--- src/verilog/isr_pkg.sv ---
// constants, register map and states of the start reservation controller
// assumes an axi4-lite master on aclk and a bus driven through open-drain pins
// Functional notes
// RULE1: reservation held, start issued after stop
// RULE2: free bus starts now, busy reserves
// RULE3: lost arbitration unless addressed as slave, or release, means not joined
// RULE4: software waits widths plus four before status
// RULE5: shift data ignored until stop while reserved
// RULE6: stop interrupt, address write starts master
// RULE7: request after start detect is reservation
// RULE8: prohibited reservation rejects request when not joined
// RULE9: start fail flag set five clocks later
// RULE10: power-up option clear means bus busy
// RULE11: software frees bus by stop request sequence
// RULE12: power-up option set means bus free
// RULE13: start detected even joining mid traffic
// RULE14: software releases within 4 to 72 clocks
// RULE15: software never clears start or stop early
// RULE16: no stop interrupt means polling status
// RULE17: release bit leaves transfer to standby
// RULE18: start request self clears, held while reserved
package isr_pkg;
   // ****************************************
   // register offsets
   // ****************************************
   localparam logic [7:0] ADDR_CTRL0 = 8'h00;
   localparam logic [7:0] ADDR_CTRL1 = 8'h04;
   localparam logic [7:0] ADDR_STATUS = 8'h08;
   localparam logic [7:0] ADDR_FLAG = 8'h0c;
   localparam logic [7:0] ADDR_SHIFT = 8'h10;
   localparam logic [7:0] ADDR_LOW_WIDTH = 8'h14;
   localparam logic [7:0] ADDR_HIGH_WIDTH = 8'h18;
   localparam logic [7:0] ADDR_IRQ_STAT = 8'h1c;
   localparam logic [7:0] ADDR_IRQ_MASK = 8'h20;
   // ****************************************
   // field positions
   // ****************************************
   localparam int C0_STOP_REQ = 0;
   localparam int C0_START_REQ = 1;
   localparam int C0_STOP_IRQ_EN = 4;
   localparam int C0_LEAVE = 6;
   localparam int C0_ENABLE = 7;
   localparam int C1_START_AT_EN = 0;
   localparam int ST_STOP_DET = 0;
   localparam int ST_START_DET = 1;
   localparam int ST_ARB_LOST = 2;
   localparam int ST_SLAVE = 3;
   localparam int ST_EXT_CODE = 5;
   localparam int ST_MASTER = 7;
   localparam int FL_RSV_DIS = 0;
   localparam int FL_BUSY = 6;
   localparam int FL_START_FAIL = 7;
   localparam int EV_STOP = 0;
   localparam int EV_START = 1;
   localparam int EV_FAIL = 2;
   localparam int EV_MASTER = 3;
   localparam int EV_W = 4;
   // ****************************************
   // reset values and timing
   // ****************************************
   localparam logic [7:0] CTRL0_RST = 8'h00;
   localparam logic [7:0] CTRL1_RST = 8'h00;
   localparam logic [7:0] FLAG_RST = 8'h00;
   localparam logic [7:0] WIDTH_RST = 8'h10;
   localparam int FAIL_DELAY_CLK = 5;
   localparam int WAIT_EXTRA_CLK = 4;
   typedef enum logic [2:0] {S_IDLE, S_RESERVED, S_START_HOLD, S_START_LOW, S_MASTER, S_STOP} isr_state_t;
endpackage

--- src/verilog/isr_ctrl.sv ---
// start reservation and bus join logic with axi4-lite registers
// assumes open-drain pins resolved outside; line inputs asynchronous to aclk
//
// Decided for this implementation: the address map and the AXI4-Lite slave port.
`timescale 1ns/1ps
`default_nettype none
module isr_ctrl (
   input wire logic aclk,
   input wire logic aresetn,
   input wire logic [7:0] s_axi_awaddr,
   input wire logic s_axi_awvalid,
   output logic s_axi_awready,
   input wire logic [31:0] s_axi_wdata,
   input wire logic [3:0] s_axi_wstrb,
   input wire logic s_axi_wvalid,
   output logic s_axi_wready,
   output logic [1:0] s_axi_bresp,
   output logic s_axi_bvalid,
   input wire logic s_axi_bready,
   input wire logic [7:0] s_axi_araddr,
   input wire logic s_axi_arvalid,
   output logic s_axi_arready,
   output logic [31:0] s_axi_rdata,
   output logic [1:0] s_axi_rresp,
   output logic s_axi_rvalid,
   input wire logic s_axi_rready,
   input wire logic serial_data_line_i,
   output logic serial_data_line_o,
   output logic serial_data_line_oe,
   input wire logic serial_clock_line_i,
   output logic serial_clock_line_o,
   output logic serial_clock_line_oe,
   input wire logic arb_lost,
   input wire logic slave_addressed,
   input wire logic ext_code_rx,
   output logic bus_event_irq
);
   // ****************************************
   // line synchronisers and conditions
   // ****************************************
   logic [1:0] sda_sync_q, sda_sync_d, scl_sync_q, scl_sync_d;
   logic sda_prev_q, sda_prev_d, scl_prev_q, scl_prev_d;
   logic start_cond, stop_cond;
   always_comb begin
      sda_sync_d = {sda_sync_q[0], serial_data_line_i};
      scl_sync_d = {scl_sync_q[0], serial_clock_line_i};
      sda_prev_d = sda_sync_q[1];
      scl_prev_d = scl_sync_q[1];
   end
   always_ff @(posedge aclk) begin
      if (!aresetn) begin
         sda_sync_q <= 2'h3;
         scl_sync_q <= 2'h3;
         sda_prev_q <= 1'b1;
         scl_prev_q <= 1'b1;
      end else begin
         sda_sync_q <= sda_sync_d;
         scl_sync_q <= scl_sync_d;
         sda_prev_q <= sda_prev_d;
         scl_prev_q <= scl_prev_d;
      end
   end
   // RULE13: start recognised mid traffic
   assign start_cond = sda_prev_q && !sda_sync_q[1] && scl_sync_q[1] && scl_prev_q;
   assign stop_cond = !sda_prev_q && sda_sync_q[1] && scl_sync_q[1] && scl_prev_q;

   // ****************************************
   // registers and control state
   // ****************************************
   logic [7:0] ctrl0_q, ctrl0_d, ctrl1_q, ctrl1_d, rsv_q, rsv_d;
   logic [7:0] shift_reg_q, shift_reg_d, low_w_q, low_w_d, high_w_q, high_w_d;
   logic [isr_pkg::EV_W-1:0] irq_stat_q, irq_stat_d, irq_mask_q, irq_mask_d, ev;
   logic busy_q, busy_d, fail_q, fail_d, master_q, master_d, joined_q, joined_d;
   logic start_det_q, start_det_d, stop_det_q, stop_det_d, arb_q, arb_d;
   logic shift_valid_q, shift_valid_d;
   logic [2:0] fail_cnt_q, fail_cnt_d;
   logic [7:0] tcnt_q, tcnt_d;
   isr_pkg::isr_state_t st_q, st_d;
   logic aw_q, aw_d, w_q, w_d, bv_q, bv_d, rv_q, rv_d;
   logic [7:0] awa_q, awa_d;
   logic [31:0] wd_q, wd_d, rd_q, rd_d;
   logic do_wr, do_rd, enable, rsv_dis;
   logic [7:0] status_v, flag_v;

   assign enable = ctrl0_q[isr_pkg::C0_ENABLE];
   assign rsv_dis = rsv_q[isr_pkg::FL_RSV_DIS];
   assign status_v = {master_q, 1'b0, ext_code_rx, 1'b0, slave_addressed, arb_q, start_det_q, stop_det_q};
   assign flag_v = {fail_q, busy_q, 5'h00, rsv_dis};

   // ****************************************
   // axi4-lite slave
   // ****************************************
   assign s_axi_awready = !aw_q && !bv_q;
   assign s_axi_wready = !w_q && !bv_q;
   assign s_axi_arready = !rv_q;
   assign s_axi_bvalid = bv_q;
   assign s_axi_bresp = 2'h0;
   assign s_axi_rvalid = rv_q;
   assign s_axi_rresp = 2'h0;
   assign s_axi_rdata = rd_q;
   assign do_wr = aw_q && w_q && !bv_q;
   assign do_rd = s_axi_arvalid && !rv_q;
   always_comb begin
      aw_d = aw_q;
      w_d = w_q;
      awa_d = awa_q;
      wd_d = wd_q;
      bv_d = bv_q;
      rv_d = rv_q;
      rd_d = rd_q;
      if (s_axi_awvalid && s_axi_awready) begin
         aw_d = 1'b1;
         awa_d = s_axi_awaddr;
      end
      if (s_axi_wvalid && s_axi_wready) begin
         w_d = 1'b1;
         wd_d = s_axi_wdata;
      end
      if (do_wr) begin
         aw_d = 1'b0;
         w_d = 1'b0;
         bv_d = 1'b1;
      end
      if (bv_q && s_axi_bready) begin
         bv_d = 1'b0;
      end
      if (rv_q && s_axi_rready) begin
         rv_d = 1'b0;
      end
      if (do_rd) begin
         rv_d = 1'b1;
         case (s_axi_araddr)
            isr_pkg::ADDR_CTRL0: rd_d = {24'h000000, ctrl0_q};
            isr_pkg::ADDR_CTRL1: rd_d = {24'h000000, ctrl1_q};
            isr_pkg::ADDR_STATUS: rd_d = {24'h000000, status_v};
            isr_pkg::ADDR_FLAG: rd_d = {24'h000000, flag_v};
            isr_pkg::ADDR_SHIFT: rd_d = {24'h000000, shift_reg_q};
            isr_pkg::ADDR_LOW_WIDTH: rd_d = {24'h000000, low_w_q};
            isr_pkg::ADDR_HIGH_WIDTH: rd_d = {24'h000000, high_w_q};
            isr_pkg::ADDR_IRQ_STAT: rd_d = {28'h0000000, irq_stat_q};
            isr_pkg::ADDR_IRQ_MASK: rd_d = {28'h0000000, irq_mask_q};
            default: rd_d = 32'h00000000;
         endcase
      end
   end

   // ****************************************
   // reservation engine
   // ****************************************
   always_comb begin
      ctrl0_d = ctrl0_q;
      ctrl1_d = ctrl1_q;
      rsv_d = rsv_q;
      shift_reg_d = shift_reg_q;
      shift_valid_d = shift_valid_q;
      low_w_d = low_w_q;
      high_w_d = high_w_q;
      irq_mask_d = irq_mask_q;
      busy_d = busy_q;
      fail_d = fail_q;
      master_d = master_q;
      joined_d = joined_q;
      start_det_d = start_det_q;
      stop_det_d = stop_det_q;
      arb_d = arb_q;
      fail_cnt_d = fail_cnt_q;
      tcnt_d = tcnt_q;
      st_d = st_q;
      ev = '0;
      if (do_wr) begin
         case (awa_q)
            isr_pkg::ADDR_CTRL0: begin
               ctrl0_d = wd_q[7:0];
               if (wd_q[isr_pkg::C0_ENABLE] && !ctrl0_q[isr_pkg::C0_ENABLE]) begin
                  // RULE10: busy after enable
                  // RULE12: option set means free
                  busy_d = !ctrl1_q[isr_pkg::C1_START_AT_EN];
                  joined_d = 1'b0;
               end
            end
            isr_pkg::ADDR_CTRL1: ctrl1_d = wd_q[7:0];
            isr_pkg::ADDR_FLAG: rsv_d = {7'h00, wd_q[isr_pkg::FL_RSV_DIS]};
            isr_pkg::ADDR_SHIFT: begin
               shift_reg_d = wd_q[7:0];
               shift_valid_d = 1'b1;
            end
            isr_pkg::ADDR_LOW_WIDTH: low_w_d = wd_q[7:0];
            isr_pkg::ADDR_HIGH_WIDTH: high_w_d = wd_q[7:0];
            isr_pkg::ADDR_IRQ_MASK: irq_mask_d = wd_q[isr_pkg::EV_W-1:0];
            default: ;
         endcase
      end
      // RULE3: arbitration lost leaves the bus unless addressed as slave
      if (arb_lost) begin
         arb_d = 1'b1;
         master_d = 1'b0;
         joined_d = slave_addressed;
      end
      if (start_cond) begin
         start_det_d = 1'b1;
         stop_det_d = 1'b0;
         busy_d = 1'b1;
         ev[isr_pkg::EV_START] = 1'b1;
      end
      if (stop_cond) begin
         stop_det_d = 1'b1;
         start_det_d = 1'b0;
         busy_d = 1'b0;
         joined_d = 1'b0;
         arb_d = arb_lost;
         // RULE6: stop interrupt when enabled
         // RULE16: otherwise poll status
         ev[isr_pkg::EV_STOP] = ctrl0_q[isr_pkg::C0_STOP_IRQ_EN];
      end
      // RULE17: release goes to standby
      if (ctrl0_q[isr_pkg::C0_LEAVE]) begin
         ctrl0_d[isr_pkg::C0_LEAVE] = 1'b0;
         joined_d = 1'b0;
         master_d = 1'b0;
         st_d = (st_q == isr_pkg::S_RESERVED) ? isr_pkg::S_RESERVED : isr_pkg::S_IDLE;
      end
      // RULE9: fail flag after five clocks
      if (fail_cnt_q != 3'h0) begin
         fail_cnt_d = fail_cnt_q - 3'h1;
         if (fail_cnt_q == 3'h1) begin
            fail_d = 1'b1;
            ev[isr_pkg::EV_FAIL] = 1'b1;
         end
      end
      if (tcnt_q != 8'h00) begin
         tcnt_d = tcnt_q - 8'h01;
      end
      if (!enable) begin
         st_d = isr_pkg::S_IDLE;
         ctrl0_d[isr_pkg::C0_START_REQ] = 1'b0;
         ctrl0_d[isr_pkg::C0_STOP_REQ] = 1'b0;
         master_d = 1'b0;
      end else begin
         unique case (st_q)
            isr_pkg::S_IDLE: begin
               if (ctrl0_q[isr_pkg::C0_START_REQ]) begin
                  fail_d = (fail_cnt_q == 3'h1);
                  if (!busy_q) begin
                     // RULE2: free bus starts now
                     st_d = isr_pkg::S_START_HOLD;
                     tcnt_d = high_w_q;
                  end else if (!rsv_dis && !joined_q) begin
                     // RULE7: busy bus reserves
                     st_d = isr_pkg::S_RESERVED;
                  end else begin
                     // RULE8: prohibited request rejected
                     // RULE18: clear request on reject
                     ctrl0_d[isr_pkg::C0_START_REQ] = 1'b0;
                     fail_cnt_d = 3'(isr_pkg::FAIL_DELAY_CLK - 1);
                  end
               end else if (ctrl0_q[isr_pkg::C0_STOP_REQ]) begin
                  st_d = isr_pkg::S_STOP;
                  tcnt_d = low_w_q;
               end
            end
            isr_pkg::S_RESERVED: begin
               // RULE5: shift data held until stop
               // RULE1: start issued after stop
               if (stop_cond) begin
                  st_d = isr_pkg::S_START_HOLD;
                  tcnt_d = high_w_q;
               end
            end
            isr_pkg::S_START_HOLD: begin
               if (tcnt_q == 8'h00) begin
                  st_d = isr_pkg::S_START_LOW;
                  tcnt_d = low_w_q;
               end
            end
            isr_pkg::S_START_LOW: begin
               if (tcnt_q == 8'h00) begin
                  // RULE18: clear request after start
                  ctrl0_d[isr_pkg::C0_START_REQ] = 1'b0;
                  master_d = 1'b1;
                  joined_d = 1'b1;
                  busy_d = 1'b1;
                  ev[isr_pkg::EV_MASTER] = 1'b1;
                  st_d = isr_pkg::S_MASTER;
               end
            end
            isr_pkg::S_MASTER: begin
               if (shift_valid_q) begin
                  shift_valid_d = 1'b0;
               end
               if (ctrl0_q[isr_pkg::C0_STOP_REQ]) begin
                  st_d = isr_pkg::S_STOP;
                  tcnt_d = low_w_q;
               end else if (!master_q) begin
                  st_d = isr_pkg::S_IDLE;
               end
            end
            isr_pkg::S_STOP: begin
               if (tcnt_q == 8'h00) begin
                  ctrl0_d[isr_pkg::C0_STOP_REQ] = 1'b0;
                  master_d = 1'b0;
                  st_d = isr_pkg::S_IDLE;
               end
            end
         endcase
      end
      // read of irq status clears; set wins
      irq_stat_d = ((do_rd && s_axi_araddr == isr_pkg::ADDR_IRQ_STAT) ? '0 : irq_stat_q) | ev;
   end
   assign bus_event_irq = |(irq_stat_q & irq_mask_q);

   // ****************************************
   // pin drive
   // ****************************************
   assign serial_data_line_o = 1'b0;
   assign serial_clock_line_o = 1'b0;
   assign serial_data_line_oe = (st_q == isr_pkg::S_START_LOW) || (st_q == isr_pkg::S_STOP);
   assign serial_clock_line_oe = 1'b0;

   always_ff @(posedge aclk) begin
      if (!aresetn) begin
         ctrl0_q <= isr_pkg::CTRL0_RST;
         ctrl1_q <= isr_pkg::CTRL1_RST;
         rsv_q <= isr_pkg::FLAG_RST;
         shift_reg_q <= 8'h00;
         shift_valid_q <= 1'b0;
         low_w_q <= isr_pkg::WIDTH_RST;
         high_w_q <= isr_pkg::WIDTH_RST;
         irq_stat_q <= '0;
         irq_mask_q <= '0;
         busy_q <= 1'b1;
         fail_q <= 1'b0;
         master_q <= 1'b0;
         joined_q <= 1'b0;
         start_det_q <= 1'b0;
         stop_det_q <= 1'b0;
         arb_q <= 1'b0;
         fail_cnt_q <= 3'h0;
         tcnt_q <= 8'h00;
         st_q <= isr_pkg::S_IDLE;
         aw_q <= 1'b0;
         w_q <= 1'b0;
         bv_q <= 1'b0;
         rv_q <= 1'b0;
         awa_q <= 8'h00;
         wd_q <= 32'h00000000;
         rd_q <= 32'h00000000;
      end else begin
         ctrl0_q <= ctrl0_d;
         ctrl1_q <= ctrl1_d;
         rsv_q <= rsv_d;
         shift_reg_q <= shift_reg_d;
         shift_valid_q <= shift_valid_d;
         low_w_q <= low_w_d;
         high_w_q <= high_w_d;
         irq_stat_q <= irq_stat_d;
         irq_mask_q <= irq_mask_d;
         busy_q <= busy_d;
         fail_q <= fail_d;
         master_q <= master_d;
         joined_q <= joined_d;
         start_det_q <= start_det_d;
         stop_det_q <= stop_det_d;
         arb_q <= arb_d;
         fail_cnt_q <= fail_cnt_d;
         tcnt_q <= tcnt_d;
         st_q <= st_d;
         aw_q <= aw_d;
         w_q <= w_d;
         bv_q <= bv_d;
         rv_q <= rv_d;
         awa_q <= awa_d;
         wd_q <= wd_d;
         rd_q <= rd_d;
      end
   end
endmodule
`default_nettype wire

--- config.mk ---
export PLATFORM = sky130hd
export DESIGN_NAME = isr_ctrl
export DESIGN_NICKNAME = d
export VERILOG_FILES = /design/src/verilog/isr_pkg.sv /design/src/verilog/isr_ctrl.sv
export SDC_FILE = /design/constraint.sdc
export NUM_CORES = 1
export LEC_CHECK = 0
export CORE_MARGIN = 4
export CORE_UTILIZATION = 58
export CTS_CLUSTER_DIAMETER = 60
export DETAILED_ROUTE_END_ITERATION = 10
export DONT_BUFFER_PORTS = 1
export PLACE_DENSITY = 0.76
export SLEW_MARGIN = 15
export SYNTH_ARGS = -nofsm -noshare
export SYNTH_HDL_FRONTEND = slang
export SYNTH_SLANG_ARGS = --single-unit
--- constraint.sdc ---
create_clock -name aclk -period 2.1 [get_ports aclk]
set_input_delay 0.315 -clock aclk [delete_from_list [all_inputs] [get_ports aclk]]
set_output_delay 0.315 -clock aclk [all_outputs]
set_load 0.01 [all_outputs]
==> metrics <==
Post-Syn Area 5700 sq um; die extent in y 107 um; die width 107 um; number of synthesized flops with an enable pin 0; fin. max-slew vios 0; Rows 35; vias in the first global route 4592; Worst EP required 2.34 ns; CP endpoint kind register; CTS root buf clkbuf_8; RSZ-0062 raised after global routing true; crit path capture busy_q$_SDFF_PN1_; P&R area growth vs syn 7.82%; filler cell count 825; CP Launch Point awa_q[1]$_SDFFE_PN0P_; grt ovf 0; Starting DRT DRC Count 317; Max FO, Critical Path 4; worst skew pair latency 0.37 ns; Pleak 0.00254 uW; Fmax achieved 471 MHz; most frequent CP cell or4_4; reg-to-reg critical path endpoint busy_q$_SDFF_PN1_; Initial Util 60.5%; setup TNS -0.0240 ns; HP Class input pin to register; CTS Sinks 104; Max Cap Viol 0; synth warn 0; Vias 4857; Mapped Cells 657; Top FF cell, synth dfxtp_1; total routed wirelength 14.9 mm; CTS Buf Count 9; Avg Cell Area, Syn 8.67 sq um; Worst Path Arrival 2.37 ns; Async SR Flop Fraction 0%; Placer Congestion 0.882; Max IR drop VDD 0.393 mV; Setup-failing EPs final 1; count of input and output buffers 0; Synth Register Bits 104; Final HPWL DP 10.8 mm; Setup WS post-layout -0.0240 ns; R2R Path Start awa_q[1]$_SDFFE_PN0P_; NumNets Final 736; via-per-instance ratio 6.06; CP Cell Sequence or4_4, or4_4, nor3b_4, and3_4, o311ai_2; startpoint types register; largest net degree at the start of global routing 100; flop-to-flop setup slack -0.02 ns; Post-DP Area 5870 sq um; Final Cell Area 6140 sq um; crit-path max cell delay 0.60 ns; Residual DRC 0; ant diodes 0; Seq/Total Area, Yosys 36.6%; total track usage 26.1%; most common cell after layout, fill and taps aside dfxtp_1; Tmin final 2.12 ns; PwrDens 810 nW/um^2; final core occ 65.2%; share of layout cells above drive strength 1 13.2%; H-tree levels 3; run status finished, violations left; Die ar. 11500 sq um; highest-count cells in the layout ignoring fill and taps dfxtp_1 (101), nand2_1 (68), nor2b_1 (56); skew final 0.0115 ns; Final Cycle Share 101%; antenna-violating nets left 0; first-pass GRT wire length 23.9 mm; initial antenna violation count 0; R2R depth 5; Slew HR 60.4%; Hold Slack 0.0373 ns; Worst path slowest cell or4_4; Worst-Margin Slew 0.593 ns; dpl ws 0.0140 ns; final hold viol count 0; post-DR wirelength/cell 18.5 um; CTS Buffer Depth 2; clock slew at reported path FFs 0.11 ns; failing checks negative setup slack; Core ar. 9420 sq um; Pre-Repair DR Iteration Count 5; Ports 110; Synth cell types 69; critical path type register to register; TritonCTS clock tree done
-- worst min path at each step --
stage / startpoint / endpoint / slack, ns / cells after the start
CTS: aresetn / high_w_q[4]$_SDFFE_PN1P_ / 0.02 / 1
finish: serial_data_line_i / sda_sync_q[0]$_SDFF_PN1_ / 0.04 / 1
floorplan: scl_sync_q[0]$_SDFF_PN1_ / scl_sync_q[1]$_SDFF_PN1_ / 0.39 / 1
global placement: aresetn / high_w_q[4]$_SDFFE_PN1P_ / 0.39 / 1
detailed placement: scl_sync_q[0]$_SDFF_PN1_ / scl_sync_q[1]$_SDFF_PN1_ / 0.40 / 1
global route: serial_clock_line_i / scl_sync_q[0]$_SDFF_PN1_ / 0.02 / 1
-- per-stage QoR --
step                total power (uW)  std cells
global route                    5270        802
global placement                3570        786
CTS                             4910        802
finish                          4980        802
detailed placement              3620        786
floorplan                       3280        687
-- where the power goes --
| part | internal [uW] | leakage, uW | switching, uW |
|---|---|---|---|
| logic | 673 | 0.00159 | 761 |
| clock network | 595 | 0.0000977 | 703 |
| registers | 2100 | 0.000847 | 143 |
| total | 3370 | 0.00254 | 1610 |
-- cells in the mapped netlist, drive strengths merged, types with 3 or more instances --
cell type / number / area, sq um
buf: 38 / 277
a21oi: 24 / 120
ha: 4 / 50.1
o2bb2ai: 4 / 35.0
nand2: 68 / 255
a22oi: 14 / 105
a21boi: 25 / 188
mux4: 5 / 113
a221oi: 3 / 26.3
xnor2: 3 / 26.3
a31oi: 5 / 31.3
nor4b: 3 / 26.3
o21ai: 24 / 120
o311ai: 4 / 42.6
o21a: 3 / 22.5
nor4: 6 / 37.5
nor3: 14 / 75.1
or4: 4 / 33.8
and3: 3 / 20.0
nand3: 18 / 90.1
nand2b: 15 / 93.8
and4b: 3 / 30.0
mux2i: 55 / 551
nor2: 34 / 130
mux2: 4 / 45.0
nor2b: 56 / 350
or4b: 3 / 30.0
a32oi: 3 / 26.3
or3: 3 / 18.8
nor3b: 4 / 41.3
dfxtp: 104 / 2080
and2: 8 / 50.1
inv: 15 / 56.3
nand4: 6 / 37.5
nand4b: 3 / 26.3
o211ai: 7 / 52.6
clkbuf: 31 / 116
-- worst max-delay path: cells and delay by family (launching register included) --
kind	cells	cell delay, ns
AOI/OAI and AO/OA	1	0.07
and+or+nand+nor	4	1.60
DFF	1	0.33
-- state kept, by name (all words and copies together) (netlist names), 3 cells and up --
register     count
s_axi_rdata      8
ctrl1_q          8
low_w_q          8
awa_q            8
ctrl0_q          8
irq_stat_q       4
high_w_q         8
wd_q             8
tcnt_q           8
shift_reg_q      8
st_q             3
irq_mask_q       4
fail_cnt_q       3
-- cells by family (layout without fill, tap and decap cells) --
| family | after synthesis | in the layout | share of synthesized area (%) |
|---|---|---|---|
| buf+inv | 84 | 70 | 7.89 |
| simple gates | 256 | 256 | 24.3 |
| fa+ha+maj | 5 | 5 | 1.05 |
| xor+xnor | 4 | 4 | 0.615 |
| mux | 64 | 64 | 12.4 |
| other cells | 1 | 31 | 0.0658 |
| flops | 104 | 104 | 36.6 |
| compound gates | 139 | 139 | 17.0 |
-- repair_timing --
item,CTS,global route
setup buffers,0,0
endpoints found under the setup margin,1,13
gates resized for setup,1,16
hold buffers,0,0
pin swaps,0,1
-- metal layers --
layer,wire (um),part of all wire (%),global-route usage (%)
met5,0,0,0
met4,401,2.7,8.40
met3,1020,6.8,5.00
met2,7100,48,41.2
met1,6330,43,35.9
-- final cells by class --
| class | instances | area, sq um | area share [%] |
|---|---|---|---|
| tap | 129 | 161 | 2.63 |
| timing repair buffer | 39 | 293 | 4.77 |
| multi-input combinational | 499 | 3340 | 54.4 |
| clock buffer | 11 | 141 | 2.30 |
| inverter | 15 | 56.3 | 0.917 |
| clock inverter | 5 | 65.1 | 1.06 |
| sequential | 104 | 2090 | 34.0 |
(Power assumes the default switching activity.)
